--- config.mk ---
export PLATFORM = sky130hd
export DESIGN_NAME = nalu_top
export DESIGN_NICKNAME = d
export VERILOG_FILES = /design/src/rtl/nalu_pkg.sv /design/src/rtl/nalu_adder.sv /design/src/rtl/nalu_ram.sv /design/src/rtl/nalu_top.sv
export VERILOG_INCLUDE_DIRS = /design/src /design/src/rtl
export SDC_FILE = /design/constraint.sdc
export NUM_CORES = 1
export LEC_CHECK = 0
export ABC_AREA = 1
export BUFFER_PORTS_ARGS = -buffer_cell sky130_fd_sc_hd__buf_2
export CAP_MARGIN = 20
export CORE_MARGIN = 2
export CORE_UTILIZATION = 42
export CTS_CLUSTER_DIAMETER = 60
export CTS_CLUSTER_SIZE = 10
export DETAILED_ROUTE_END_ITERATION = 8
export SKIP_LAST_GASP = 1
export SYNTH_ARGS = -nofsm -noshare
export SYNTH_HDL_FRONTEND = slang
export SYNTH_HIERARCHICAL = 1
export SYNTH_SLANG_ARGS = --single-unit
--- constraint.sdc ---
create_clock -name pclk -period 3.5 [get_ports pclk]
set_input_delay 0.7 -clock pclk [delete_from_list [all_inputs] [get_ports pclk]]
set_output_delay 0.7 -clock pclk [all_outputs]
set_load 0.02 [all_outputs]
--- src/rtl/nalu_defs.svh ---
`ifndef NALU_DEFS_SVH
`define NALU_DEFS_SVH

// APB register byte offsets
`define NALU_OFF_INSTR   12'h000
`define NALU_OFF_ACC     12'h004
`define NALU_OFF_PTR_L   12'h008
`define NALU_OFF_PTR_H   12'h00c
`define NALU_OFF_FLAGS   12'h010
`define NALU_OFF_PORT    12'h014
`define NALU_OFF_STATUS  12'h018
`define NALU_OFF_RAM     12'h080
`define NALU_RAM_END     12'h0fc

// Field positions
`define NALU_FLG_JCF     0
`define NALU_FLG_SEC     1
`define NALU_STS_UNSUP   0
`define NALU_STS_CNT_LO  8
`define NALU_STS_CNT_HI  15

// Reset values
`define NALU_RST_NIB     4'h0
`define NALU_RST_JCF     1'b1
`define NALU_RST_SEC     1'b0
`define NALU_RST_INSTR   8'h00

// Opcodes
`define NALU_OPC_ADD_MEM  8'h06
`define NALU_OPC_INC_L    8'h05
`define NALU_OPC_DEC_L    8'h04
`define NALU_OPC_DEC_MEM  8'h07
`define NALU_OPC_NOT_H    8'h09
`define NALU_OPC_PORT     8'h0a
`define NALU_OPC_SUB_MEM  8'h3c
`define NALU_OPC_NEG_A    8'h3d
`define NALU_OPC_INC_MEM  8'h3e
`define NALU_OPC_INC_A    8'h70
`define NALU_OPC_DEC_A    8'h77
`define NALU_OPC_ZERO_A   8'h7f
`define NALU_PAT_ADD_IMM  4'h7
`define NALU_PAT_BIT_SET  6'h0c
`define NALU_PAT_BIT_CLR  6'h0d

// Sizes
`define NALU_RAM_DEPTH   32
`define NALU_RAM_AW      5

`endif

--- src/rtl/nalu_pkg.sv ---
package nalu_pkg;

  // Instruction classes handled by this datapath
  typedef enum logic [3:0] {
    NALU_OP_NONE,
    NALU_OP_PORT,
    NALU_OP_NEG_A,
    NALU_OP_NOT_H,
    NALU_OP_ZERO_A,
    NALU_OP_ADD_MEM,
    NALU_OP_ADD_IMM,
    NALU_OP_SUB_MEM,
    NALU_OP_INC_MEM,
    NALU_OP_INC_L,
    NALU_OP_INC_A,
    NALU_OP_DEC_A,
    NALU_OP_DEC_MEM,
    NALU_OP_DEC_L,
    NALU_OP_BIT_SET,
    NALU_OP_BIT_CLR
  } nalu_op_t;

endpackage : nalu_pkg

--- src/rtl/nalu_adder.sv ---
`timescale 1ns/1ps

// 4-bit adder with carry in; carry out is "no borrow" when b is inverted
module nalu_adder (
  input  wire logic [3:0] op_a,
  input  wire logic [3:0] op_b,
  input  wire logic       cin,
  output logic      [3:0] sum,
  output logic            cout
);

  logic [4:0] full;

  // Wide sum, split into nibble and carry
  assign full = {1'b0, op_a} + {1'b0, op_b} + {4'h0, cin};
  assign sum  = full[3:0];
  assign cout = full[4];

endmodule : nalu_adder

--- src/rtl/nalu_ram.sv ---
`timescale 1ns/1ps
`include "nalu_defs.svh"

// Nibble data memory, one write port, one asynchronous read port
module nalu_ram (
  input  wire logic                     pclk,
  input  wire logic                     presetn,
  input  wire logic                     wr_en,
  input  wire logic [`NALU_RAM_AW-1:0]  wr_addr,
  input  wire logic [3:0]               wr_data,
  input  wire logic [`NALU_RAM_AW-1:0]  rd_addr,
  output logic      [3:0]               rd_data
);

  logic [3:0] mem_ff [`NALU_RAM_DEPTH];

  // Storage, cleared at reset so reads are never undefined
  always_ff @(posedge pclk or negedge presetn) begin
    if (!presetn) begin
      for (int i = 0; i < `NALU_RAM_DEPTH; i++) begin
        mem_ff[i] <= `NALU_RST_NIB;
      end
    end else if (wr_en) begin
      mem_ff[wr_addr] <= wr_data;
    end
  end

  assign rd_data = mem_ff[rd_addr];

endmodule : nalu_ram

--- src/rtl/nalu_top.sv ---
`timescale 1ns/1ps
`include "nalu_defs.svh"

// Notes on behaviour
// RQ1 - Port-load opcode loads output port with accumulator plus secondary flag.
// RQ2 - Port load, clear, pointer invert, bit set/clear force jump flag to one.
// RQ3 - Negate opcode forms two's complement; jump flag set when result is zero.
// RQ4 - Pointer invert flips only the top bit of the high pointer.
// RQ5 - Clear opcode writes zero to the accumulator.
// RQ6 - Add-memory sums RAM nibble into accumulator; jump flag is carry out.
// RQ7 - Add-immediate sums low opcode nibble into accumulator; jump flag is carry.
// RQ8 - Subtract-from-memory gives RAM minus accumulator; jump flag means no borrow.
// RQ9 - Increment-memory puts RAM plus one in accumulator; jump flag is carry.
// RQ10 - Increment low pointer; jump flag is carry out.
// RQ11 - Increment accumulator by one.
// RQ12 - Decrement accumulator by one.
// RQ13 - Decrement-memory puts RAM minus one in accumulator; RAM untouched.
// RQ14 - Decrement low pointer; jump flag means no borrow.
// RQ15 - Bit-set opcode sets selected bit of addressed RAM nibble.
// RQ16 - Bit-clear opcode clears selected bit of addressed RAM nibble.
// RQ17 - RAM address is high pointer bit 0 joined with low pointer.
// RQ18 - Arithmetic wraps modulo sixteen; inc/dec flags follow carry or no-borrow.
// RQ19 - Secondary flag changes only on a FLAGS write; each opcode completes in one cycle.
module nalu_top
  import nalu_pkg::*;
(
  input  wire logic        pclk,
  input  wire logic        presetn,
  input  wire logic        psel,
  input  wire logic        penable,
  input  wire logic        pwrite,
  input  wire logic [11:0] paddr,
  input  wire logic [31:0] pwdata,
  output logic      [31:0] prdata,
  output logic             pready,
  output logic             pslverr,
  output logic      [3:0]  parallel_output_port,
  output logic             jump_condition_flag,
  output logic             secondary_flag
);

  ////////////////////////////////////////////////////////////////////////////
  // Decode helpers

  // Map an opcode to its class; specific codes win over the immediate pattern
  function automatic nalu_op_t op_decode(input logic [7:0] opc);
    nalu_op_t op;
    op = NALU_OP_NONE;
    case (opc)
      `NALU_OPC_PORT:    op = NALU_OP_PORT;
      `NALU_OPC_NEG_A:   op = NALU_OP_NEG_A;
      `NALU_OPC_NOT_H:   op = NALU_OP_NOT_H;
      `NALU_OPC_ZERO_A:  op = NALU_OP_ZERO_A;
      `NALU_OPC_ADD_MEM: op = NALU_OP_ADD_MEM;
      `NALU_OPC_SUB_MEM: op = NALU_OP_SUB_MEM;
      `NALU_OPC_INC_MEM: op = NALU_OP_INC_MEM;
      `NALU_OPC_INC_L:   op = NALU_OP_INC_L;
      `NALU_OPC_INC_A:   op = NALU_OP_INC_A;
      `NALU_OPC_DEC_A:   op = NALU_OP_DEC_A;
      `NALU_OPC_DEC_MEM: op = NALU_OP_DEC_MEM;
      `NALU_OPC_DEC_L:   op = NALU_OP_DEC_L;
      default: begin
        if (opc[7:4] == `NALU_PAT_ADD_IMM) begin
          op = NALU_OP_ADD_IMM;
        end else if (opc[7:2] == `NALU_PAT_BIT_SET) begin
          op = NALU_OP_BIT_SET;
        end else if (opc[7:2] == `NALU_PAT_BIT_CLR) begin
          op = NALU_OP_BIT_CLR;
        end else begin
          op = NALU_OP_NONE;
        end
      end
    endcase
    return op;
  endfunction : op_decode

  // Word-aligned register hit test
  function automatic logic hit(input logic [11:0] addr, input logic [11:0] off);
    return addr == off;
  endfunction : hit

  ////////////////////////////////////////////////////////////////////////////
  // State and wires

  logic [3:0]  acc_ff;
  logic [3:0]  ptr_l_ff;
  logic [3:0]  ptr_h_ff;
  logic        jcf_ff;
  logic        sec_ff;
  logic [3:0]  port_ff;
  logic [7:0]  instr_ff;
  logic        unsup_ff;
  logic [7:0]  count_ff;
  logic [31:0] prdata_ff;
  logic        pready_ff;
  logic        pslverr_ff;

  logic        setup;
  logic        wr_done;
  logic        is_ram;
  logic        mapped;
  logic        exec;
  nalu_op_t    op;
  logic [`NALU_RAM_AW-1:0] ram_ptr;
  logic [`NALU_RAM_AW-1:0] ram_rd_addr;
  logic [`NALU_RAM_AW-1:0] apb_ram_addr;
  logic [3:0]  ram_rd;
  logic        ram_we;
  logic [`NALU_RAM_AW-1:0] ram_wa;
  logic [3:0]  ram_wd;
  logic [3:0]  add_a;
  logic [3:0]  add_b;
  logic        add_ci;
  logic [3:0]  add_s;
  logic        add_co;
  logic [3:0]  bit_mask;

  ////////////////////////////////////////////////////////////////////////////
  // APB decode

  assign setup        = psel & ~penable;
  assign wr_done      = psel & penable & pready_ff & pwrite & ~pslverr_ff;
  assign is_ram       = (paddr >= `NALU_OFF_RAM) && (paddr <= `NALU_RAM_END)
                        && (paddr[1:0] == 2'h0);
  assign apb_ram_addr = paddr[`NALU_RAM_AW+1:2];
  assign mapped       = is_ram || hit(paddr, `NALU_OFF_INSTR)
                        || hit(paddr, `NALU_OFF_ACC) || hit(paddr, `NALU_OFF_PTR_L)
                        || hit(paddr, `NALU_OFF_PTR_H) || hit(paddr, `NALU_OFF_FLAGS)
                        || hit(paddr, `NALU_OFF_PORT) || hit(paddr, `NALU_OFF_STATUS);
  assign exec         = wr_done & hit(paddr, `NALU_OFF_INSTR);
  assign op           = exec ? op_decode(pwdata[7:0]) : NALU_OP_NONE;

  ////////////////////////////////////////////////////////////////////////////
  // Datapath

  // Indirect address: high pointer low bit joined with the low pointer
  assign ram_ptr     = {ptr_h_ff[0], ptr_l_ff}; // [RQ17]
  assign ram_rd_addr = (psel && is_ram) ? apb_ram_addr : ram_ptr;
  assign bit_mask    = 4'h1 << pwdata[1:0];

  // Adder operand steering, all results wrap to four bits
  always_comb begin
    add_a  = acc_ff;
    add_b  = 4'h0;
    add_ci = 1'b0;
    case (op)
      NALU_OP_PORT:    add_ci = sec_ff;                                 // [RQ1]
      NALU_OP_NEG_A: begin
        add_a  = ~acc_ff;                                               // [RQ3]
        add_ci = 1'b1;
      end
      NALU_OP_ADD_MEM: add_b = ram_rd;                                  // [RQ6]
      NALU_OP_ADD_IMM: add_b = pwdata[3:0];                             // [RQ7]
      NALU_OP_SUB_MEM: begin
        add_a  = ram_rd;                                                // [RQ8]
        add_b  = ~acc_ff;
        add_ci = 1'b1;
      end
      NALU_OP_INC_MEM: begin
        add_a  = ram_rd;                                                // [RQ9]
        add_ci = 1'b1;
      end
      NALU_OP_INC_L: begin
        add_a  = ptr_l_ff;                                              // [RQ10]
        add_ci = 1'b1;
      end
      NALU_OP_INC_A:   add_ci = 1'b1;                                   // [RQ11]
      NALU_OP_DEC_A:   add_b = 4'hf;                                    // [RQ12]
      NALU_OP_DEC_MEM: begin
        add_a = ram_rd;                                                 // [RQ13]
        add_b = 4'hf;
      end
      NALU_OP_DEC_L: begin
        add_a = ptr_l_ff;                                               // [RQ14]
        add_b = 4'hf;
      end
      default: begin
        add_a  = acc_ff;
        add_b  = 4'h0;
        add_ci = 1'b0;
      end
    endcase
  end

  nalu_adder u_adder (
    .op_a (add_a),
    .op_b (add_b),
    .cin  (add_ci),
    .sum  (add_s),
    .cout (add_co)
  );

  // RAM write steering: bit ops from the core, whole words from APB
  always_comb begin
    ram_we = 1'b0;
    ram_wa = ram_ptr;
    ram_wd = ram_rd;
    if (op == NALU_OP_BIT_SET) begin
      ram_we = 1'b1;
      ram_wd = ram_rd | bit_mask;                                       // [RQ15]
    end else if (op == NALU_OP_BIT_CLR) begin
      ram_we = 1'b1;
      ram_wd = ram_rd & ~bit_mask;                                      // [RQ16]
    end else if (wr_done && is_ram) begin
      ram_we = 1'b1;
      ram_wa = apb_ram_addr;
      ram_wd = pwdata[3:0];
    end
  end

  nalu_ram u_ram (
    .pclk    (pclk),
    .presetn (presetn),
    .wr_en   (ram_we),
    .wr_addr (ram_wa),
    .wr_data (ram_wd),
    .rd_addr (ram_rd_addr),
    .rd_data (ram_rd)
  );

  ////////////////////////////////////////////////////////////////////////////
  // Architectural registers, updated in the cycle the opcode is written

  // Accumulator
  always_ff @(posedge pclk or negedge presetn) begin
    if (!presetn) begin
      acc_ff <= `NALU_RST_NIB;
    end else begin
      case (op)
        NALU_OP_ZERO_A: acc_ff <= 4'h0;                                 // [RQ5]
        NALU_OP_NEG_A, NALU_OP_ADD_MEM, NALU_OP_ADD_IMM, NALU_OP_SUB_MEM,
        NALU_OP_INC_MEM, NALU_OP_INC_A, NALU_OP_DEC_A, NALU_OP_DEC_MEM: begin
          acc_ff <= add_s;                                              // [RQ18] [RQ19]
        end
        default: begin
          if (wr_done && hit(paddr, `NALU_OFF_ACC)) begin
            acc_ff <= pwdata[3:0];
          end
        end
      endcase
    end
  end

  // Low and high pointers
  always_ff @(posedge pclk or negedge presetn) begin
    if (!presetn) begin
      ptr_l_ff <= `NALU_RST_NIB;
      ptr_h_ff <= `NALU_RST_NIB;
    end else begin
      if (op == NALU_OP_INC_L || op == NALU_OP_DEC_L) begin
        ptr_l_ff <= add_s;                                              // [RQ10] [RQ14]
      end else if (wr_done && hit(paddr, `NALU_OFF_PTR_L)) begin
        ptr_l_ff <= pwdata[3:0];
      end
      if (op == NALU_OP_NOT_H) begin
        ptr_h_ff <= {~ptr_h_ff[3], ptr_h_ff[2:0]};                      // [RQ4]
      end else if (wr_done && hit(paddr, `NALU_OFF_PTR_H)) begin
        ptr_h_ff <= pwdata[3:0];
      end
    end
  end

  // Jump condition flag and secondary flag
  always_ff @(posedge pclk or negedge presetn) begin
    if (!presetn) begin
      jcf_ff <= `NALU_RST_JCF;
      sec_ff <= `NALU_RST_SEC;
    end else begin
      case (op)
        NALU_OP_PORT, NALU_OP_ZERO_A, NALU_OP_NOT_H, NALU_OP_BIT_SET, NALU_OP_BIT_CLR: begin
          jcf_ff <= 1'b1;                                               // [RQ2]
        end
        NALU_OP_NEG_A: jcf_ff <= (add_s == 4'h0);                       // [RQ3]
        NALU_OP_ADD_MEM, NALU_OP_ADD_IMM, NALU_OP_SUB_MEM, NALU_OP_INC_MEM,
        NALU_OP_INC_L, NALU_OP_INC_A, NALU_OP_DEC_A, NALU_OP_DEC_MEM,
        NALU_OP_DEC_L: begin
          jcf_ff <= add_co;                                             // [RQ18]
        end
        default: begin
          if (wr_done && hit(paddr, `NALU_OFF_FLAGS)) begin
            jcf_ff <= pwdata[`NALU_FLG_JCF];
            sec_ff <= pwdata[`NALU_FLG_SEC];
          end
        end
      endcase
    end
  end

  // Parallel output port
  always_ff @(posedge pclk or negedge presetn) begin
    if (!presetn) begin
      port_ff <= `NALU_RST_NIB;
    end else if (op == NALU_OP_PORT) begin
      port_ff <= add_s;                                                 // [RQ1]
    end
  end

  // Last opcode, unsupported marker and executed-opcode counter
  always_ff @(posedge pclk or negedge presetn) begin
    if (!presetn) begin
      instr_ff <= `NALU_RST_INSTR;
      unsup_ff <= 1'b0;
      count_ff <= 8'h00;
    end else if (exec) begin
      instr_ff <= pwdata[7:0];
      unsup_ff <= (op == NALU_OP_NONE);
      count_ff <= count_ff + 8'h01;
    end
  end

  ////////////////////////////////////////////////////////////////////////////
  // APB answer: data captured in setup, ready in the first access cycle

  always_ff @(posedge pclk or negedge presetn) begin
    if (!presetn) begin
      prdata_ff  <= 32'h0000_0000;
      pready_ff  <= 1'b0;
      pslverr_ff <= 1'b0;
    end else begin
      pready_ff  <= setup;
      pslverr_ff <= setup & ~mapped;
      if (setup && !pwrite) begin
        prdata_ff <= 32'h0000_0000;
        if (is_ram) begin
          prdata_ff[3:0] <= ram_rd;
        end else if (hit(paddr, `NALU_OFF_INSTR)) begin
          prdata_ff[7:0] <= instr_ff;
        end else if (hit(paddr, `NALU_OFF_ACC)) begin
          prdata_ff[3:0] <= acc_ff;
        end else if (hit(paddr, `NALU_OFF_PTR_L)) begin
          prdata_ff[3:0] <= ptr_l_ff;
        end else if (hit(paddr, `NALU_OFF_PTR_H)) begin
          prdata_ff[3:0] <= ptr_h_ff;
        end else if (hit(paddr, `NALU_OFF_FLAGS)) begin
          prdata_ff[`NALU_FLG_JCF] <= jcf_ff;
          prdata_ff[`NALU_FLG_SEC] <= sec_ff;
        end else if (hit(paddr, `NALU_OFF_PORT)) begin
          prdata_ff[3:0] <= port_ff;
        end else if (hit(paddr, `NALU_OFF_STATUS)) begin
          prdata_ff[`NALU_STS_UNSUP] <= unsup_ff;
          prdata_ff[`NALU_STS_CNT_HI:`NALU_STS_CNT_LO] <= count_ff;
        end
      end
    end
  end

  assign prdata               = prdata_ff;
  assign pready               = pready_ff;
  assign pslverr              = pslverr_ff;
  assign parallel_output_port = port_ff;
  assign jump_condition_flag  = jcf_ff;
  assign secondary_flag       = sec_ff;

endmodule : nalu_top

# Word-level counts from Yosys, hierarchy flattened
# Cells that the tools add are included.
[totals]
reg_bits = 181
in_bits = 49
output_inout_bits = 40
elab_cells = 197
[op_classes]
addsub = 3
magnitude_cmp = 5
eq_ne = 36
n_shift = 1
mux = 51
bitwise_logic = 19
n_reduce_logical = 37
[ops]
columns = ["operator", "n"]
rows = [
  ["128-bit bitwise mux", 1],
  ["4-bit two-way mux", 21],
  ["8-bit two-way mux", 7],
  ["4-bit one-hot mux with 12 select lines", 1],
  ["12-bit by 5-bit == test with 1-bit output, second input constant", 3],
  ["4-bit == test, second input constant", 8],
  ["8-bit by 3-bit == test with 1-bit output, second input constant", 4],
  ["12-bit by 4-bit == test with 1-bit output, second input constant", 2],
  ["8-bit by 6-bit == test with 1-bit output, second input constant", 3],
  ["8-bit by 7-bit == test with 1-bit output, second input constant", 3],
  ["4-bit binary-select mux with 5-bit select", 1],
  ["4-bit demux with 5-bit select", 1],
  ["4-bit by 3-bit == test with 1-bit output, second input constant", 5],
  ["5-bit two-way mux", 4],
  ["8-bit by 4-bit == test with 1-bit output, second input constant", 2],
  ["4-bit one-hot mux with 4 select lines", 1],
  ["15-bit OR reduction", 1],
  ["12-bit by 3-bit == test with 1-bit output, second input constant", 1],
  ["6-bit by 4-bit == test with 1-bit output, second input constant", 2],
  ["12-bit by 8-bit greater-or-equal comparator with 1-bit output, second input constant", 1],
  ["6-bit greater-or-equal comparator, second input constant", 2],
  ["12-bit by 8-bit less-or-equal comparator with 1-bit output, second input constant", 1],
  ["12-bit zero test", 1],
  ["12-bit two-way mux", 1],
  ["34 further kinds", 75],
]

# Longest topological paths before layout
[depth]
ltp_word = 15
mapped_depth = 29
ltp_nobuf = 28

# Cells and area by module
# The synthesis kept the hierarchy.
[modules_own_cells]
columns = ["mod", "n_inst", "cells_each", "area_per_inst_um2", "seq_area_each_um2"]
rows = [
  ["nalu_ram", 1, 760, 5939.4, 3203.1],
  ["nalu_top", 1, 598, 4076.4, 1327.5],
  ["nalu_adder", 1, 25, 165.2, 0.0],
]

# Least setup slack after synthesis
# OpenSTA, ideal clock, no wires.
[synth_timing]
kind = "input to register"
startpoint = "input port paddr[9]"
endpoint = "register jcf_ff, in the netlist jump_condition_flag"
setup_time_ns = 0.085
t_arrival_ns = 4.256
required_time_ns = 3.415
slack_ns = -0.840
cell_stages = 25
path_buffers = 2
path_cell_list = "nor2_1 > nand2_1 > nor3_1 > nand2_1 > nand2_1 > o21ai_0 > clkbuf_1 > inv_1 > clkbuf_1 > nand3_1 > nand3_1 > nand2_1 > nand2_1 > nand2_1 > nand2_1 > nand2_1 > o21ai_0 > nand4_1 > fa_1 > inv_1 > fa_1 > inv_1 > nor4_1 > a21oi_1 > nand3_1"
[synth_via]
elab_chain_cells = 14
word_cells_on_any_way = 44
cone_classes = "add/sub (2); order compare (2); eq/ne (16); mux (9); bitwise (2); reduce/logical (13)"
[synth_lines]
columns = ["item", "line_no", "rtl"]
rows = [
  ["start: declaration", "nalu_top.sv:32", "input wire logic [11:0] paddr,"],
  ["12-bit by 8-bit greater-or-equal comparator with 1-bit output (no source line) or 12-bit by 8-bit less-or-equal comparator with 1-bit output (tied branches)", "n/a", ""],
  ["1-bit logical AND * (2 in series)", "nalu_top.sv:123", "assign is_ram = (paddr >= `NALU_OFF_RAM) && (paddr <= `NALU_RAM_END)"],
  ["1-bit logical AND *", "nalu_top.sv:138", "assign ram_rd_addr = (psel && is_ram) ? apb_ram_addr : ram_ptr;"],
  ["5-bit two-way mux *", "nalu_top.sv:138", ""],
  ["named net ram_rd_addr[1]", "nalu_top.sv:105", "logic [`NALU_RAM_AW-1:0] ram_rd_addr;"],
  ["5-bit inverter with 6-bit output (implied by the code) *", "nalu_ram.sv:28", "assign rd_data = mem_ff[rd_addr];"],
  ["4-bit binary-select mux with 5-bit select *", "nalu_ram.sv:28", ""],
  ["4-bit two-way mux (implied by the code) * (2 in series)", "nalu_ram.sv:28", ""],
  ["named net ram_rd[0]", "nalu_top.sv:107", "logic [3:0] ram_rd;"],
  ["4-bit one-hot mux with 3 select lines *", "nalu_top.sv:146", "case (op)"],
  ["named net add_a[0]", "nalu_top.sv:111", "logic [3:0] add_a;"],
  ["4-bit by 4-bit adder with 5-bit output *", "nalu_adder.sv:15", "assign full = {1'b0, op_a} + {1'b0, op_b} + {4'h0, cin};"],
  ["5-bit by 1-bit adder with 5-bit output *", "nalu_adder.sv:15", ""],
  ["named net add_s[1]", "nalu_top.sv:114", "logic [3:0] add_s;"],
  ["4-bit zero test *", "nalu_top.sv:273", "NALU_OP_NEG_A: jcf_ff <= (add_s == 4'h0);"],
  ["1-bit one-hot mux with 3 select lines *", "nalu_top.sv:269", "case (op)"],
  ["end signal: assignment", "nalu_top.sv:273", ""],
  ["end signal: assignment", "nalu_top.sv:277", "jcf_ff <= add_co;"],
  ["end signal: assignment", "nalu_top.sv:281", "jcf_ff <= pwdata[`NALU_FLG_JCF];"],
  ["end: declaration", "nalu_top.sv:88", "logic jcf_ff;"],
]
# The timed path passes the listed nets; every way through them passes the cells marked *. The select of a mux whose other input is x is not followed.
# A chain may end at the register's enable or synchronous reset.

# Final worst setup path
[layout_timing]
startpoint = "input port paddr[11]"
endpoint = "register jcf_ff, in the netlist jump_condition_flag"
[layout_via]
elab_chain_cells = 14
word_cells_on_any_way = 44
cone_classes = "add/sub (2); order compare (2); eq/ne (16); mux (9); bitwise (2); reduce/logical (13)"
[layout_lines]
columns = ["item", "line_no", "rtl"]
rows = [
  ["12-bit by 8-bit greater-or-equal comparator with 1-bit output (no source line) or 12-bit by 8-bit less-or-equal comparator with 1-bit output (tied branches)", "n/a", ""],
  ["1-bit logical AND * (2 in series)", "nalu_top.sv:123", ""],
  ["1-bit logical AND *", "nalu_top.sv:138", ""],
  ["5-bit two-way mux *", "nalu_top.sv:138", ""],
  ["named net ram_rd_addr[0]", "nalu_top.sv:105", ""],
  ["5-bit inverter with 6-bit output (implied by the code) *", "nalu_ram.sv:28", ""],
  ["4-bit binary-select mux with 5-bit select *", "nalu_ram.sv:28", ""],
  ["4-bit two-way mux (implied by the code) * (2 in series)", "nalu_ram.sv:28", ""],
  ["named net ram_rd[0]", "nalu_top.sv:107", ""],
  ["4-bit one-hot mux with 4 select lines *", "nalu_top.sv:146", ""],
  ["named net add_b[0]", "nalu_top.sv:112", "logic [3:0] add_b;"],
  ["4-bit by 4-bit adder with 5-bit output *", "nalu_adder.sv:15", ""],
  ["5-bit by 1-bit adder with 5-bit output *", "nalu_adder.sv:15", ""],
  ["named net add_s[1]", "nalu_top.sv:114", ""],
  ["4-bit zero test *", "nalu_top.sv:273", ""],
  ["1-bit one-hot mux with 3 select lines *", "nalu_top.sv:269", ""],
]
# Marked as above.

==> results.ini <==
[outcome]
run_status = complete, but fails checks
failed_checks = negative setup slack

[synthesis]
syn-mean-instance-area_um2 = 7.36
yosysTopAreaCell = dfrtp_1
number_of_flip_flops_and_latches_in_the_synthesized_netlist = 181
sequential_fraction_of_the_synthesis_area = 0.445
synth.cell_area_mm2 = 0.0102
yosys.area.top_type_share = 0.442
synthFlopType = dfrtp_1
ys_top_cells_by_area = dfrtp_1 (44%), nand2_1 (18%), o21ai_0 (7.1%)
ys_top_cells_by_count = nand2_1 (498), dfrtp_1 (180), o21ai_0 (144)
number_of_enable_type_register_cells_in_the_synthesized_netlist = 0
synth.lib_cells_used.distinct = 50
asyncSetResetFlopFracSynth = 1.00
synth.yosys.warnings = 6
synthesis.instances = 1383
synth_most_common_cell = nand2_1

[clock_network]
clock_insertion_delay_worst_skew_ns = 0.44
numCtsBuffers = 17
clock_sink_count = 181
postCtsHoldBufs = 0
cts_htree_levels = 4
tritoncts = yes
cts_root_buf = clkbuf_16
clock_pin_slew_on_the_worst_setup_and_hold_paths_ns = 0.08
cts_max_path_buffers = 2

[timing]
upper_clock_frequency_limit_mhz = 270
hold_viol_final = 0
grt_setup_unrepaired = yes
clock_skew_ns = 0.0146
timing.final.ws_setup_ns = -0.210
final_max_slew_viol_count = 0
final.period_utilization = 1.06
max_slew_margin = 0.528
timing_worst_slew_pin_value_ns = 0.708
report.final.setup_viol = 10
final_period_minus_worst_setup_slack_ns = 3.71

[setup_path]
cp_data_required_time_ns = 3.87
ff2ff_setup_slack_ns = 0.22
arrival_time_of_data_at_the_critical_path_endpoint_ns = 4.08
critical_path_fanouts_max = 7
r2r_cells = 21
r2r-start = pslverr
crit_path_end_kind = register
criticalPathCategory = primary input to register
rr_endpoint = jump_condition_flag
timing.critical_path.from_type = primary input

[flow_run]
max_cap_viols = 0

[placed_design]
post-place-ws_ns = -0.748
placedInstanceArea_mm2 = 0.0121
hpwl_mm = 22.4
gp_congestion = 0.954
placement.io_buffers = 48

[cells_and_area]
syn_to_final_growth_pct = 33.8
final_nets = 1673
multiInputGateArea_mm2 = 0.00547
utilization = 0.577
final_design_instance_area_without_fill_mm2 = 0.0136
layout.area.seq_mm2 = 0.00453
n_antenna_cell = 0
final_layout_size_suffix_gt1_frac = 0.284
final.fill_count = 2195

[global_routing]
grt_first_pass_wirelength_mm = 52.3
grt_overflow = 0
initial_antenna_violation_count = 0
largest_net_degree_at_the_start_of_global_routing = 77
via_count_of_the_first_global_routing_pass = 9802
groute.usage.overall = 0.259

[power_and_ir_drop]
power_mw = 4.26
power_density_over_cell_area_mw_per_mm2 = 313
vdd_ir_drop_max_v = 0.000281
leakage_nw = 6.56

[routing]
drc = 0
count_of_tritonroute_iterations_in_the_first_routing_pass = 6
avgRoutedWirePerCell_um = 16.7
vias = 10158
drt_wl_total_mm = 32.6
number_of_drc_markers_in_iteration_0 = 1003
post_route_ant_nets = 0
vias_per_cell = 5.21

[die]
coreArea_mm2 = 0.0236
io_pins = 89
die_h_um = 160
die_area_mm2 = 0.0255
num_rows = 56
dieWidth_um = 160
initial_core_util = 0.431

[hold_path]
hold_path.class = primary input to async pin

==> per-stage QoR <==
step                instances  TNS, ns  hold WS, ns
global route             1950    -2.88        0.337
CTS                      1949   -0.461        0.317
global placement         1883   -17.02        0.459
detailed placement       1883   -24.92        0.459
finish                   1950    -1.30        0.278
floorplan                1398   -0.923        0.404
==> sequential cells by signal, summed over array words and instances, names as in the netlist <==
register	count
acc_ff	4
count_ff	8
instr_ff	8
jump_condition_flag	1
parallel_output_port	4
prdata	16
pready	1
pslverr	1
ptr_h_ff	4
ptr_l_ff	4
secondary_flag	1
u_ram/mem_ff	128
unsup_ff	1
==> routing by layer <==
layer | track usage | wire length, µm | up-vias
met5 | 0 | 0 | -
met4 | 0.0764 | 964 | 0
met3 | 0.0384 | 1820 | 76
met2 | 0.445 | 15900 | 371
met1 | 0.339 | 13900 | 4719
li1 | - | - | 4992
==> cells in the final DEF (no fill, tap or decap), types with 9 or more instances in the layout <==
cell,instances
clkbuf_16,17
nor2_1,67
nand2_2,32
buf_6,9
dfrtp_1,180
nor2_4,17
buf_2,42
o21ai_0,132
conb_1,16
nand2_1,474
buf_12,13
nand3_2,39
buf_4,188
inv_2,24
nand4_1,16
a21oi_1,41
nor3_1,17
nand3_1,87
o21ai_1,16
inv_1,74
==> worst max-delay path by stage <==
stage / start / endpoint / slack (ns) / cells after the start
after CTS: paddr[0] / jump_condition_flag / -0.12 / 27
final: paddr[11] / jump_condition_flag / -0.21 / 27
after floorplan: paddr[11] / jump_condition_flag / -0.22 / 25
after detailed placement: paddr[1] / jump_condition_flag / -0.75 / 26
after global placement: paddr[1] / jump_condition_flag / -0.72 / 26
after global routing: paddr[8] / jump_condition_flag / -0.34 / 27
==> worst max-delay path, cell delays in order <==
cell	delay, ns
buf_2	0.11
nor2_4	0.10
nand2_4	0.08
nor3_4	0.24
nand2_4	0.14
o21ai_4	0.16
buf_12	0.16
inv_12	0.06
buf_12	0.12
buf_16	0.14
nand2_4	0.05
nand3_2	0.06
nand3_2	0.08
nand2_1	0.05
nand2_1	0.05
nand2_1	0.04
nand2_1	0.07
nand2_2	0.11
a31oi_1	0.20
nand2_1	0.11
fa_2	0.39
inv_2	0.06
fa_2	0.45
inv_4	0.09
nor4_4	0.04
a21oi_1	0.12
nand3_1	0.09
==> power by group <==
part	internal, mW	switching, mW	leakage [nW]
Clock	0.968	0.970	0.289
Combinational	0.0817	0.146	3.79
Sequential	2.09	0.000876	2.48
Total	3.14	1.12	6.56
==> area by class of cell <==
type | instances | area share
sequential | 181 | 0.333
timing repair buffer | 261 | 0.161
tap | 319 | 0.0293
multi-input combinational | 1052 | 0.402
inverter | 105 | 0.0310
clock buffer | 17 | 0.0312
clock inverter | 15 | 0.0129
==> what timing repair did <==
action / 4_1_cts / 5_1_grt
resized for setup: 74 / 53
cloned: 7 / 0
setup buffers: 27 / 5
pin swaps: 51 / 36
endpoints found under the hold margin: 0 / 0
endpoints found under the setup margin: 10 / 29
==> logic make-up (layout without fill, tap and decap cells) <==
family | after synthesis | count (layout) | synth area share
adders and majority gates | 6 | 6 | 0.00885
buffers and inverters | 165 | 398 | 0.0696
DFF | 181 | 181 | 0.445
other | 1 | 16 | 0.000368
AOI/OAI and AO/OA | 233 | 233 | 0.123
xor gates and xnor gates | 8 | 8 | 0.00688
and+or+nand+nor | 789 | 789 | 0.346
Note: power is estimated with default switching activity, not from simulation.
